[config.mk]
export PLATFORM = sky130hd
export DESIGN_NAME = frm_reader
export DESIGN_NICKNAME = d
export VERILOG_FILES = /design/src/rtl/frm_pkg.sv /design/src/rtl/frm_lane_steer.sv /design/src/rtl/frm_reader.sv
export SDC_FILE = /design/constraint.sdc
export NUM_CORES = 1
export LEC_CHECK = 0
export BUFFER_PORTS_ARGS = -buffer_cell sky130_fd_sc_hd__buf_2
export CORE_ASPECT_RATIO = 1.1
export CORE_MARGIN = 4
export CORE_UTILIZATION = 39
export CTS_CLUSTER_DIAMETER = 40
export DETAILED_ROUTE_END_ITERATION = 10
export PLACE_DENSITY = 0.82
export SYNTH_ARGS = -nofsm -noshare
export SYNTH_HDL_FRONTEND = slang
export SYNTH_SLANG_ARGS = --single-unit
[constraint.sdc]
create_clock -name clock_in -period 1.3 [get_ports clock_in]
set_input_delay 0 -clock clock_in [delete_from_list [all_inputs] [get_ports clock_in]]
set_output_delay 0 -clock clock_in [all_outputs]
set_load 0.02 [all_outputs]
[src/rtl/frm_pkg.sv]
// Purpose: Shared constants for the APB flash ROM byte reader
// Assumes: 32-bit APB data, 128-byte ROM behind a 7-bit byte address
// Notes: Constants only
package frm_pkg;
    localparam int unsigned ROM_ADDR_W = 7;
    localparam int unsigned ROM_DATA_W = 8;
    localparam int unsigned APB_DATA_W = 32;
    localparam int unsigned APB_ADDR_W = 32;
    localparam int unsigned LANE_W = 2;
    localparam int unsigned LANE_LSB = 0;
    localparam int unsigned ROM_BYTES = 128;
    localparam logic [APB_DATA_W-1:0] PRDATA_RESET = 32'h0000_0000;
    localparam logic [ROM_ADDR_W-1:0] ROM_ADDR_RESET = 7'h00;
    localparam logic [ROM_ADDR_W-1:0] ROM_BASE_BYTE = 7'h00;
endpackage

[src/rtl/frm_lane_steer.sv]
// Purpose: Place one ROM byte into its little-endian APB read lane
// Assumes: Lane index is the low two bits of the byte address
// Notes: Purely combinational; other lanes read as zero
`timescale 1ns/1ns
module frm_lane_steer
(
    input wire logic [frm_pkg::ROM_DATA_W-1:0] byte_in,
    input wire logic [frm_pkg::LANE_W-1:0] lane_in,
    output logic [frm_pkg::APB_DATA_W-1:0] word_out
);
    always_comb
    begin
        word_out = '0;
        unique case (lane_in)
            2'h0: word_out[7:0] = byte_in;
            2'h1: word_out[15:8] = byte_in;
            2'h2: word_out[23:16] = byte_in;
            2'h3: word_out[31:24] = byte_in;
        endcase
    end
endmodule

[src/rtl/frm_reader.sv]
// Purpose: APB slave giving read-only byte access to a 128-byte flash ROM
// Assumes: ROM instance on the same clock, data valid one cycle after address
// Notes: Every access takes one wait state; writes complete and do nothing
// Functional notes
// - APB slave exposing all 128 ROM bytes
// - First ROM byte sits at slot base
// - ROM image aliases across whole slot
// - Writes never change ROM contents
// - Each access returns one byte only
// - Drive 7-bit byte address to ROM
// - Byte n read at byte address n, in lane n%4
`timescale 1ns/1ns
module frm_reader
(
    input wire logic clock_in,
    input wire logic rst_n_in,
    input wire logic ce_in,
    input wire logic psel_in,
    input wire logic penable_in,
    input wire logic pwrite_in,
    input wire logic [frm_pkg::APB_ADDR_W-1:0] paddr_in,
    input wire logic [frm_pkg::APB_DATA_W-1:0] pwdata_in,
    input wire logic [frm_pkg::ROM_DATA_W-1:0] rom_byte_data_in,
    output logic [frm_pkg::APB_DATA_W-1:0] prdata_out,
    output logic pready_out,
    output logic pslverr_out,
    output logic [frm_pkg::ROM_ADDR_W-1:0] rom_byte_address_out
);
    ////////////////////////////////////////////////////////////////////////////////
    typedef enum logic [2:0]
    {
        FRM_IDLE = 3'b001,
        FRM_FETCH = 3'b010,
        FRM_DONE = 3'b100
    } frm_state_e;

    typedef struct packed
    {
        frm_state_e state;
        logic is_write;
        logic [frm_pkg::ROM_ADDR_W-1:0] rom_addr;
        logic [frm_pkg::APB_DATA_W-1:0] prdata;
        logic pready;
        logic pslverr;
    } frm_regs_s;

    frm_regs_s cur;
    frm_regs_s next_cur;
    logic [frm_pkg::APB_DATA_W-1:0] steered;
    logic unused_wdata;

    // Write data is never stored; the ROM cannot be altered from the bus
    assign unused_wdata = ^pwdata_in;

    frm_lane_steer u_frm_lane_steer
    (
        .byte_in(rom_byte_data_in),
        .lane_in(cur.rom_addr[frm_pkg::LANE_W-1:frm_pkg::LANE_LSB]),
        .word_out(steered)
    );

    ////////////////////////////////////////////////////////////////////////////////
    always_comb
    begin
        next_cur = cur;
        // No access is ever in error; the whole slot is mapped
        next_cur.pslverr = 1'b0;
        unique case (cur.state)
            FRM_IDLE:
            begin
                next_cur.pready = 1'b0;
                if (psel_in && !penable_in)
                begin
                    // Upper address bits are dropped, so the image repeats
                    next_cur.rom_addr = paddr_in[frm_pkg::ROM_ADDR_W-1:0];
                    next_cur.is_write = pwrite_in;
                    next_cur.state = FRM_FETCH;
                end
            end
            FRM_FETCH:
            begin
                // Wait state gives the ROM a full cycle to answer
                // A setup seen here is ignored; the master is still waiting
                if (cur.is_write)
                begin
                    next_cur.prdata = frm_pkg::PRDATA_RESET;
                end
                else
                begin
                    next_cur.prdata = steered;
                end
                next_cur.pready = 1'b1;
                next_cur.state = FRM_DONE;
            end
            FRM_DONE:
            begin
                next_cur.pready = 1'b0;
                next_cur.state = FRM_IDLE;
            end
            // Illegal codes fall back to idle so an upset cannot hang the bus
            default:
            begin
                next_cur.pready = 1'b0;
                next_cur.state = FRM_IDLE;
            end
        endcase
    end

    always_ff @(posedge clock_in or negedge rst_n_in)
    begin
        if (!rst_n_in)
        begin
            cur.state <= FRM_IDLE;
            cur.is_write <= 1'b0;
            cur.rom_addr <= frm_pkg::ROM_ADDR_RESET;
            cur.prdata <= frm_pkg::PRDATA_RESET;
            cur.pready <= 1'b0;
            cur.pslverr <= 1'b0;
        end
        else if (ce_in)
        begin
            cur <= next_cur;
        end
    end

    assign prdata_out = cur.prdata;
    assign pready_out = cur.pready;
    assign rom_byte_address_out = cur.rom_addr;
    assign pslverr_out = cur.pslverr;
endmodule
### Yosys cells after proc, flatten, opt, wreduce, memory -nomap -nowiden

Cells that the tools add are included.

| storage, ports and cells | value |
|---|---|
| output and inout bits | 41 |
| register bits | 44 |
| input bits | 78 |
| logic and storage cells | 25 |

| cells by class | value |
|---|---|
| mux-type cells | 8 |
| reductions and logical operators | 6 |
| equality and inequality tests | 6 |

Operators by type and width:

| cell | count |
|---|---|
| $mux W32 | 1 |
| $mux W8 | 4 |
| $mux W11 | 1 |
| $pmux W3 S2 | 1 |
| $eq A2 B2 Y1 const B | 2 |
| $reduce_and A2 Y1 | 2 |
| $eq A3 B1 Y1 const B | 1 |
| $eq A3 B2 Y1 const B | 1 |
| $reduce_and A3 Y1 | 1 |
| $eq A2 B1 Y1 const B | 1 |
| $logic_not A2 Y1 | 1 |
| $ne A2 B2 Y1 const B | 1 |
| $logic_and A1 B1 Y1 | 1 |
| $logic_not A1 Y1 | 1 |
| $mux W1 | 1 |

### Logic depth before layout (Yosys ltp)

Gate-level depths: netlist of the first run.

| logic depth | value |
|---|---|
| depth in word-level cells | 4 |
| gate-level depth with buffers | 5 |
| gate-level depth less buffers | 3 |

### Hierarchy

Synthesis of the first run repeated with hierarchy kept, for this count alone.

| second synthesis, totals | value |
|---|---|
| cell total of the unflattened synthesis | 248 |
| area total of the unflattened synthesis | 2423.6 um^2 |

By module, submodules not included:

| module | sequential area each (um^2) | area an instance (um^2) | cells an instance | times used |
|---|---|---|---|---|
| frm_reader | 1102.3 | 2103.3 | 210 | 1 |
| frm_lane_steer | 0.0 | 320.3 | 38 | 1 |

### Worst setup path after synthesis of the first run

OpenSTA, ideal clock, no wires.

| path | value |
|---|---|
| path type | reg-to-reg |
| start | register cur[42] (netlist bit) |
| end | register cur[44] (netlist bit) |
| path buffers | 2 |
| clock period less this slack | 1.281 ns |
| setup slack | 0.019 ns |
| stages on the path, launching flop included | 5 |
| setup time | 0.130 ns |
| data required time | 1.170 ns |
| data arrival time | 1.151 ns |
| cell sequence | dfstp_2 nand4bb_1 buf_2 buf_2 o21ai_0 |

| on the way | value |
|---|---|
| longest elaborated chain between the ends | 3 |
| elaborated cells on any way between the ends | 5 |
| those cells by class | eq/ne: 3; mux: 1; reduce/logical: 1 |

RTL lines:

| what | RTL line | text |
|---|---|---|
| start, declared | frm_reader.sv:47 | `frm_regs_s cur;` |
| start signal, assigned | frm_reader.sv:122 | `cur <= next_cur;` |
| $eq A3 B1 Y1 | frm_reader.sv:68 | `unique case (cur.state)` |
| $ne A2 B2 Y1 (no line) | - |  |
| $reduce_and A2 Y1 (no line) | - |  |

Parallel ways exist; a longest one is shown, timed or not.
A chain may end at the register's enable or synchronous reset.

### Worst setup path in the final report of the first run

| path | value |
|---|---|
| start | register cur[44] (netlist bit) |
| end | register cur (netlist bit rom_byte_address_out[3]) |

| on the way | value |
|---|---|
| longest elaborated chain between the ends | 2 |

RTL lines:

| what | RTL line |
|---|---|
| $eq A3 B1 Y1 | frm_reader.sv:68 |
| $reduce_and A3 Y1 (no line) | - |

Every way passes these cells.

==> results.md, run 1 <==
* Outcome: complete, but fails checks
* Failing checks: negative setup slack
* H-tree Lvls at 2
* Critical Path RT at 1470 ps
* Reg clk slew, reported paths at 80 ps
* Non-Filler Instances at 281
* Synthesized Nets at 268
* Yosys cell types at 20
* RSZ-0062 raised after global routing: yes
* Worst setup SP type: flip-flop
* Drc violations at 0
* Share of layout cells above drive strength 1 at 0.422
* Crit Path Max Fanout at 10
* Clk Tree Root Cell: clkbuf_8
* Vias in the first global route at 1387
* Max VDD drop at 835 uV
* Final Hold Fails at 0
* 1st-iter DRT viols at 106
* Pwr dens at 1530 nW/um^2
* Site Rows at 27
* DR vias at 1420
* Starting Density at 0.407
* DR vias/cell at 5.05
* DP Wirelength at 2.96 mm
* Synth warn at 0
* Fmax at 764 MHz
* Total CTS buffers at 5
* Die Wd at 77.3 um
* Dominant cells by area after synthesis: dfrtp_1 52%, buf_4 15%, o31ai_1 12%, nand2_1 6.0%, mux2_2 4.4%
* Insertion delay to the later sink of the worst-skew pair at 290 ps
* Fill cells at 478
* Yosys top cell by area: dfrtp_1
* Sequential Area at 1100 um^2
* Grt ovf at 0
* Area Overhead vs Synth at 17.4%
* Std-Cell Core Area at 5070 um^2
* Mapped Area at 2060 um^2
* Routed length per instance at 15.7 um
* DRT antenna net count at 0
* Total power at 3700 uW
* Period utilization at 1.01
* Die footprint at 6520 um^2
* Initial antenna violation count at 0
* Port buffer count at 60
* Hold Path Class: input port to asynchronous set/reset pin
* CTS tree: done
* Antenna diodes at 0
* Die Y at 84.3 um
* Clock sink total at 44
* Post-synth top area share at 0.522
* First-pass GRT wire length at 6.97 mm
* MaxCap Viol Count at 0
* Footprint of the multi-input gates at 657 um^2
* Worst path arrival time at 1480 ps
* Placed cell count at 261
* Synthesized area per cell at 10.9 um^2
* Tot GR Track Use at 0.133
* Final Wtd Congestion at 0.708
* Sequential fraction of the synthesis area at 0.535
* Pleak at 0.00119 uW
* Post-route setup slack at -9.43 ps
* DRT Wirelength at 4.42 mm
* Maximum clock path buffer count at 2
* Crit Path Category: flip-flop to flip-flop
* Setup Viol. Count Final at 2
* Final Critical Period at 1310 ps
* Total Nets Final at 300
* I/O pin count at 119
* Pins Over Slew Limit at 0
* Pin count of the biggest net entering global routing at 67
* Cells after synthesis at 190
* CP endpoint kind: flip-flop
* Register bit total from synthesis at 44
* Pre-Repair DR Iteration Count at 4
* Skew final at 7.31 ps
## cells by family after synthesis
family                 Yosys count  synth area share
and+or+nand+nor                 47             0.113
buffers and inverters           53             0.175
DFF                             44             0.535
other                            1           0.00182
AOI/OAI and AO/OA               37             0.131
muxes                            8            0.0437
## cell usage in the layout, fill, tap and decap left out, types with 2 or more instances in the layout
cell type,instances
buf_2,60
dfrtp_1,43
nand2_1,32
o31ai_1,24
nand2b_1,10
dlygate4sd3_1,10
o31ai_2,8
mux2_2,8
clkbuf_8,6
inv_1,3
o21ai_0,3
buf_12,2
## timing repair
| item | CTS | global route |
|---|---|---|
| endpoints found under the setup margin | 6 | 40 |
| pin swaps | 1 | 0 |
| cloned | 0 | 2 |
| hold buffers | 10 | 0 |
| gates resized for setup | 0 | 10 |
| buffers inserted | 0 | 0 |
| endpoints found under the hold margin | 55 | 0 |
## synthesized netlist by cell type (all sizes together)
cell type and n:
o31ai 32, nand2 33, and4bb 1, clkbuf 2
dfrtp 43, nand2b 10, nand3 1, o21ai 3
nand4bb 1, a21boi 1, dfstp 1, conb 1
o21a 1, or2 1, inv 3, mux2 8
buf 48
## final cells by class
cell class	instances	area share
Clock inverter	1	0.00310
Sequential cell	44	0.455
Tap cell	58	0.0300
Clock buffer	7	0.0357
Inverter	3	0.00465
Timing Repair Buffer	75	0.200
Multi-Input combinational cell	93	0.271
## stage by stage
step | area (um^2) | hold WS [ps] | setup TNS (ps) | setup WS (ps) | utilization
finish | 2420 | 62.0 | -10.4 | -9.43 | 0.478
detailed placement | 2140 | -170 | 0 | 5.24 | 0.422
global placement | 2140 | -173 | 0 | 33.6 | 0.422
global route | 2420 | 63.3 | -234 | -42.3 | 0.478
floorplan | 2060 | -296 | 0 | 19.4 | -
CTS | 2330 | 45.0 | -6.27 | -6.27 | 0.460
## final timing paths
| check | cells after the start | to | from | slack, ps |
|---|---|---|---|---|
| min in group clock_in | 3 | prdata_out[20] | rom_byte_data_in[4] | 60 |
| setup reg to reg | 3 | rom_byte_address_out[3] | cur[44] | -9 |
| setup / recovery | 3 | rom_byte_address_out[3] | cur[44] | -9 |
| max in group asynchronous | 3 | prdata_out[10] | rst_n_in | 810 |
| hold reg to reg | 2 | prdata_out[3] | prdata_out[3] | 480 |
| hold / removal | 2 | rom_byte_address_out[2] | rst_n_in | 60 |
## routing by layer
layer,part of all wire,GRT usage
met1,0.43,0.173
met2,0.47,0.211
met3,0.086,0.0526
met4,0.0077,0.0291
met5,0,0
## where the power goes
part / switching [uW] / internal (uW) / leakage [uW] / total [uW]
clock: 451 / 432 / 0.0000445 / 883
sequential: 151 / 1590 / 0.000589 / 1740
combinational: 696 / 383 / 0.000562 / 1080
## flip-flops by register name, indices dropped and copies added (netlist names)
| signal | flops |
|---|---|
| pready_out | 1 |
| rom_byte_address_out | 7 |
| prdata_out | 32 |
| cur | 4 |
## worst max-delay path, stage by stage (launching register included)
cell and delay [ps]:
dfrtp_1 410, and4bb_2 330, nand3_4 140, mux2_2 310
(Power assumes the default switching activity.)
==> inputs of run 2 (changes only) <==
--- a/config.mk
+++ b/config.mk
@@ -12,6 +12,7 @@
 export CTS_CLUSTER_DIAMETER = 40
 export DETAILED_ROUTE_END_ITERATION = 10
 export PLACE_DENSITY = 0.82
+export RECOVER_POWER = 50
 export SYNTH_ARGS = -nofsm -noshare
 export SYNTH_HDL_FRONTEND = slang
 export SYNTH_SLANG_ARGS = --single-unit
==> run 2 against run 1 <==
Non-clock buffer count stayed put. Critical path depth stayed put. Combinational power hardly changed. Global-route usage stayed put. Clock skew hardly changed. Final cell count stayed put. Clock-buffer cell count stayed put. Clock power hardly changed. Register-to-register slack hardly changed. The flow still finishes with violations (negative setup slack).
==> results.md, run 2 (synthesis gave the netlist of run 1 again) <==
* Outcome: complete, but fails checks
* Failing checks: negative setup slack
* Hold Path Stages at 3
* Reg clk slew, reported paths at 80 ps (about the same)
* Worst R2R Start: cur[44]
* Max VDD drop at 832 uV (-0.38%)
* Fmax at 766 MHz (+0.37%)
* CP endpoint kind: flip-flop
* Share of layout cells above drive strength 1 at 0.390 (-0.0314)
* Fill cells at 481 (+0.63%)
* Pwr dens at 1540 nW/um^2 (+0.66%)
* 1st-iter DRT viols at 96 (-9.4%)
* Maximum clock path buffer count at 2 (unchanged)
* Port buffer count at 60 (unchanged)
* FF-to-FF path depth at 3 (unchanged)
* Commonest non-fill, non-tap cell in the layout: buf_2
* Final Hold Fails at 0 (unchanged)
* Worst setup SP type: flip-flop
* Period utilization at 1.00 (-0.00369)
* Crit Path Max Fanout at 10 (unchanged)
* DRT Wirelength at 4.41 mm (about the same)
* Drc violations at 0 (unchanged)
* Pre-Repair DR Iteration Count at 5 (+1)
* Hold Crit Start: rom_byte_data_in[4]
* Worst path arrival time at 1480 ps (about the same)
* Site Rows at 27 (unchanged)
* R2R setup slack at -5 ps (about the same)
* Post CTS Setup Buffer Count at 0 (unchanged)
* Max FFs per register at 32 (unchanged)
* Final Wtd Congestion at 0.708 (unchanged)
* CTS tree: done
* Die Wd at 77.3 um (unchanged)
* Std-Cell Core Area at 5070 um^2 (unchanged)
* Insertion delay to the later sink of the worst-skew pair at 290 ps (about the same)
* MaxCap Viol Count at 0 (unchanged)
* I/O pin count at 119 (unchanged)
* Crit Path Category: flip-flop to flip-flop
* RSZ-0062 raised after global routing: yes
* First-pass GRT wire length at 6.97 mm (unchanged)
* Critical Path Max Stage Delay at 410 ps (about the same)
* Pins Over Slew Limit at 0 (unchanged)
* Setup TNS at -4.64 ps (+5.79 ps)
* Worst-margin pin slew at 613 ps
* Hold Path Class: input port to flip-flop
* Worst reg2reg path endpoint: rom_byte_address_out[3]
* Clock sink total at 44 (unchanged)
* Vias in the first global route at 1387 (unchanged)
* Slew headroom at 0.591
* DP Wirelength at 2.96 mm (unchanged)
* Antenna diodes at 0 (unchanged)
* Non-Filler Instances at 281 (unchanged)
* Most frequent cells in the layout: 53 x buf_2, 43 x dfrtp_1, 32 x nand2_1
* Pin count of the biggest net entering global routing at 67 (unchanged)
* Tot GR Track Use at 0.133 (unchanged)
* DR vias at 1443 (+1.6%)
* Placed cell count at 261 (unchanged)
* Starting Density at 0.407 (unchanged)
* Critical Path Start: cur[44]
* Total Nets Final at 300 (unchanged)
* Die Y at 84.3 um (unchanged)
* DRT antenna net count at 0 (unchanged)
* Skew final at 7.48 ps (+0.175 ps)
* Post-route setup slack at -4.64 ps (+4.79 ps)
* Area Overhead vs Synth at 16.1%
* Critical path, cell by cell: and4bb_2, nand3_4, mux2_2
* Hold path endpoint: prdata_out[20]
* Worst path slowest cell: dfrtp_1
* Final Critical Period at 1300 ps (-4.79 ps)
* H-tree Lvls at 2 (unchanged)
* Pleak at 0.00116 uW (-2.9%)
* Initial antenna violation count at 0 (unchanged)
* Routed length per instance at 15.7 um (about the same)
* Total CTS buffers at 5 (unchanged)
* Setup Viol. Count Final at 1 (-1)
* Grt ovf at 0 (unchanged)
* DR vias/cell at 5.14 (+1.6%)
* Clk Tree Root Cell: clkbuf_8
* Die footprint at 6520 um^2 (unchanged)
* Critical Path RT at 1470 ps (about the same)
==> run 2: changes by cell type in the layout (fill, tap and decap cells not counted), sizes merged <==
cell	previous run	this run
clkbuf	8	17
buf	64	55
==> run 2: area by class of cell <==
| class | instances | area, um^2 | area share |
|---|---|---|---|
| timing repair buffer | 75 | 458 | 0.191 |
| inverter | 3 | 11.3 | 0.00470 |
| tap | 58 | 72.6 | 0.0303 |
| clock buffer | 7 | 86.3 | 0.0361 |
| sequential | 44 | 1100 | 0.460 |
| multi-input combinational | 93 | 657 | 0.274 |
| clock inverter | 1 | 7.51 | 0.00313 |
==> run 2: worst max-delay path, delay by kind of cell (launching register included) <==
family,cells,cell delay (ps)
and+or+nand+nor,2,470
DFF,1,410
muxes,1,310
==> run 2: where the power goes <==
group	internal, uW	switching [uW]
Combinational	371	694
Clock	432	448
Sequential	1590	152
Total	2390	1290
==> run 2: per-layer routing <==
layer,vias to the layer above,part of all wire,global-route usage
met4,0,0.0070,0.0291
li1,671,-,-
met3,6,0.087,0.0526
met1,712,0.43,0.173
met5,-,0,0
met2,54,0.48,0.211
==> run 2: what timing repair did <==
action | in CTS | in global routing
resized for setup | 0 | 10
hold buffers | 10 | 0
gates cloned | 0 | 2
endpoints found under the setup margin | 6 | 40
pin swaps | 1 | 0
hold endpoints to repair | 55 | 0
==> run 2: stage by stage <==
stage	worst slack, ps	utilization	power [uW]	instance area [um^2]	hold slack (ps)
after global routing	-42.3	0.473	3890	2390	93.6
final	-4.64	0.473	3680	2390	64.9
after detailed placement	5.24	0.422	2790	2140	-170
after floorplan	19.4	-	2660	2060	-296
after global placement	33.6	0.422	2750	2140	-173
after CTS	-6.27	0.460	3680	2330	45.0
==> run 2: how the worst max path moves through the flow <==
stage | to | cells past startpoint
2_1_floorplan | cur[44] | 4
3_3_place_gp | rom_byte_address_out[1] | 3
3_5_place_dp | rom_byte_address_out[3] | 3
4_1_cts | rom_byte_address_out[3] | 3
5_1_grt | rom_byte_address_out[3] | 3
6_report | rom_byte_address_out[3] | 3
==> inputs of run 3 (changes only) <==
--- a/config.mk
+++ b/config.mk
@@ -13,6 +13,7 @@
 export DETAILED_ROUTE_END_ITERATION = 10
 export PLACE_DENSITY = 0.82
 export RECOVER_POWER = 50
+export SKIP_LAST_GASP = 1
 export SYNTH_ARGS = -nofsm -noshare
 export SYNTH_HDL_FRONTEND = slang
 export SYNTH_SLANG_ARGS = --single-unit
==> run 3 against run 2 <==
Register-to-register slack about the same. Via count is 2.0% lower. Wire length is 1.1% higher. Worst setup slack worse by 3.4 ps. Combinational power is essentially flat. Worst hold slack lost 2.1 ps. The run still ends with negative setup slack left. Sequential share of layout area up 0.34 points. Fmax is 0.26% lower. First-iteration DRC count down 5.2%. Critical path type unchanged. Clock power increased by 0.7%. Sequential cell count did not move.
==> results.md, run 3 (synthesis gave the netlist of run 1 again) <==
* Pin count of the biggest net entering global routing at 67 (unchanged)
* Die footprint at 6520 um^2 (unchanged)
* H-tree Lvls at 2 (unchanged)
* DRT antenna net count at 0 (unchanged)
* Site Rows at 27 (unchanged)
* Port buffer count at 60 (unchanged)
* CP endpoint kind: flip-flop
* Vias in the first global route at 1387 (unchanged)
* Skew final at 8.77 ps (+1.28 ps)
* Period utilization at 1.01 (+0.00264)
* Std-Cell Core Area at 5070 um^2 (unchanged)
* Fmax at 764 MHz (-0.26%)
* Pre-Repair DR Iteration Count at 4 (-1)
* Max VDD drop at 823 uV (-1.1%)
* Insertion delay to the later sink of the worst-skew pair at 290 ps (about the same)
* Pins Over Slew Limit at 0 (unchanged)
* Reg clk slew, reported paths at 80 ps (about the same)
* Final Critical Period at 1310 ps (+3.43 ps)
* Worst Setup EP: rom_byte_address_out[3]
* Sw power at 1290 uW (-0.27%)
* Clk Tree Root Cell: clkbuf_8
* Critical Path Start: cur[44]
* Critical Path RT at 1470 ps (about the same)
* Total CTS buffers at 5 (unchanged)
* Commonest non-fill, non-tap cell in the layout: buf_2
* Grt ovf at 0 (unchanged)
* I/O pin count at 119 (unchanged)
* DR vias/cell at 5.03 (-2.0%)
* Routed length per instance at 15.9 um (+1.1%)
* Outcome: complete, but fails checks
* Area Overhead vs Synth at 15.3%
* Total Nets Final at 300 (unchanged)
* Combinational group share of total power at 0.286 (-0.003)
* Slew headroom at 0.593 (+0.00145)
* Pleak at 0.00115 uW (-0.47%)
* Sequential Power Share at 0.473 (about the same)
* DRT Wirelength at 4.46 mm (+1.1%)
* Most frequent cells in the layout: 53 x buf_2, 43 x dfrtp_1, 33 x nand2_1
* Max FFs per register at 32 (unchanged)
* RSZ-0062 raised after global routing: yes
* Final Hold Fails at 0 (unchanged)
* Hold Path Class: input port to flip-flop
* First-pass GRT wire length at 6.97 mm (unchanged)
* Placed cell count at 261 (unchanged)
* Worst path arrival time at 1480 ps (about the same)
* Worst-margin pin slew at 611 ps (-2.17 ps)
* Antenna diodes at 0 (unchanged)
* Pwr dens at 1550 nW/um^2 (+0.55%)
* DP Area at 2140 um^2 (unchanged)
* Fill cells at 489 (+1.7%)
* Sw frac at 0.351 (about the same)
* Crit Path Max Fanout at 10 (unchanged)
* Clock sink total at 44 (unchanged)
* Tot GR Track Use at 0.133 (unchanged)
* Die Wd at 77.3 um (unchanged)
* Starting Density at 0.407 (unchanged)
* Hold_ws at 62.8 ps (-2.11 ps)
* Worst reg2reg path endpoint: rom_byte_address_out[3]
* Failing checks: negative setup slack
* Setup Viol. Count Final at 1 (unchanged)
* Die Y at 84.3 um (unchanged)
* Post-route setup slack at -8.07 ps (-3.43 ps)
* Post CTS Setup Buffer Count at 0 (unchanged)
* DP Wirelength at 2.96 mm (unchanged)
* Non-Filler Instances at 281 (unchanged)
* R2R setup slack at -8 ps (about the same)
* Drc violations at 0 (unchanged)
* MaxCap Viol Count at 0 (unchanged)
* Final Wtd Congestion at 0.708 (unchanged)
* Maximum clock path buffer count at 2 (unchanged)
* Final instance area at 2380 um^2 (-0.73%)
* Crit Path Category: flip-flop to flip-flop
* CTS tree: done
* Initial antenna violation count at 0 (unchanged)
* FF-to-FF path depth at 3 (unchanged)
* Worst setup SP type: flip-flop
* Worst R2R Start: cur[44]
* Internal at 2390 uW (-0.13%)
* Share of layout cells above drive strength 1 at 0.372 (-0.0179)
* Clock power frac at 0.241 (+0.002)
* DR vias at 1414 (-2.0%)
* Total power at 3680 uW (-0.18%)
* 1st-iter DRT viols at 91 (-5.2%)
==> run 3: cell counts in the layout (fill, tap and decap cells not counted) <==
No cell type changed its count.
==> run 3: area by class of cell <==
type                       count  area (um^2)  area share
clock buffer                   7         86.3      0.0363
inverter                       3         11.3     0.00474
sequential                    44         1100       0.464
multi-input combinational     93          639       0.269
tap                           58         72.6      0.0305
timing repair buffer          75          458       0.193
clock inverter                 1         7.51     0.00316
==> run 3: critical path, cell delays in order, from the launching register on <==
cell	delay, ps
dfrtp_1	410
and4bb_2	330
nand3_4	140
mux2_2	310
==> run 3: worst min path at each step <==
stage          depth (start not counted)  slack (ps)                 endpoint                 from
6_report                               3          60           prdata_out[20]  rom_byte_data_in[4]
3_3_place_gp                           1        -170  rom_byte_address_out[2]             rst_n_in
4_1_cts                                2          40  rom_byte_address_out[1]             rst_n_in
3_5_place_dp                           1        -170  rom_byte_address_out[1]             rst_n_in
2_1_floorplan                          0        -300                  cur[41]             rst_n_in
5_1_grt                                2          90  rom_byte_address_out[2]             rst_n_in
==> run 3: repair_timing <==
item | in CTS | in global routing
hold buffers | 10 | 0
endpoints found under the setup margin | 6 | 40
cloned | 0 | 2
endpoints found under the hold margin | 55 | 0
resized for setup | 0 | 6
pin swaps | 1 | 0
==> run 3: power groups by stage <==
| stage | Combinational (uW) | Sequential, uW | Clock, uW |
|---|---|---|---|
| CTS | 1050 | 1740 | 899 |
| global placement | 999 | 1750 | 0 |
| floorplan | 942 | 1720 | 0 |
| global route | 1140 | 1780 | 960 |
| finish | 1050 | 1740 | 886 |
| detailed placement | 1030 | 1760 | 0 |
==> run 3: metrics by stage <==
stage,util,setup TNS [ps],setup slack (ps)
after floorplan,-,0,19.4
after global placement,0.422,0,33.6
after detailed placement,0.422,0,5.24
after CTS,0.460,-6.27,-6.27
after global routing,0.469,-267,-42.3
final,0.469,-8.07,-8.07
==> run 3: metal layers <==
layer  routed length [um]  vias to the layer above  track usage
met5                    0                        -            0
met4                   35                        0       0.0291
met3                  389                        6       0.0526
met2                 2110                       58        0.211
met1                 1930                      681        0.173
li1                     -                      669            -
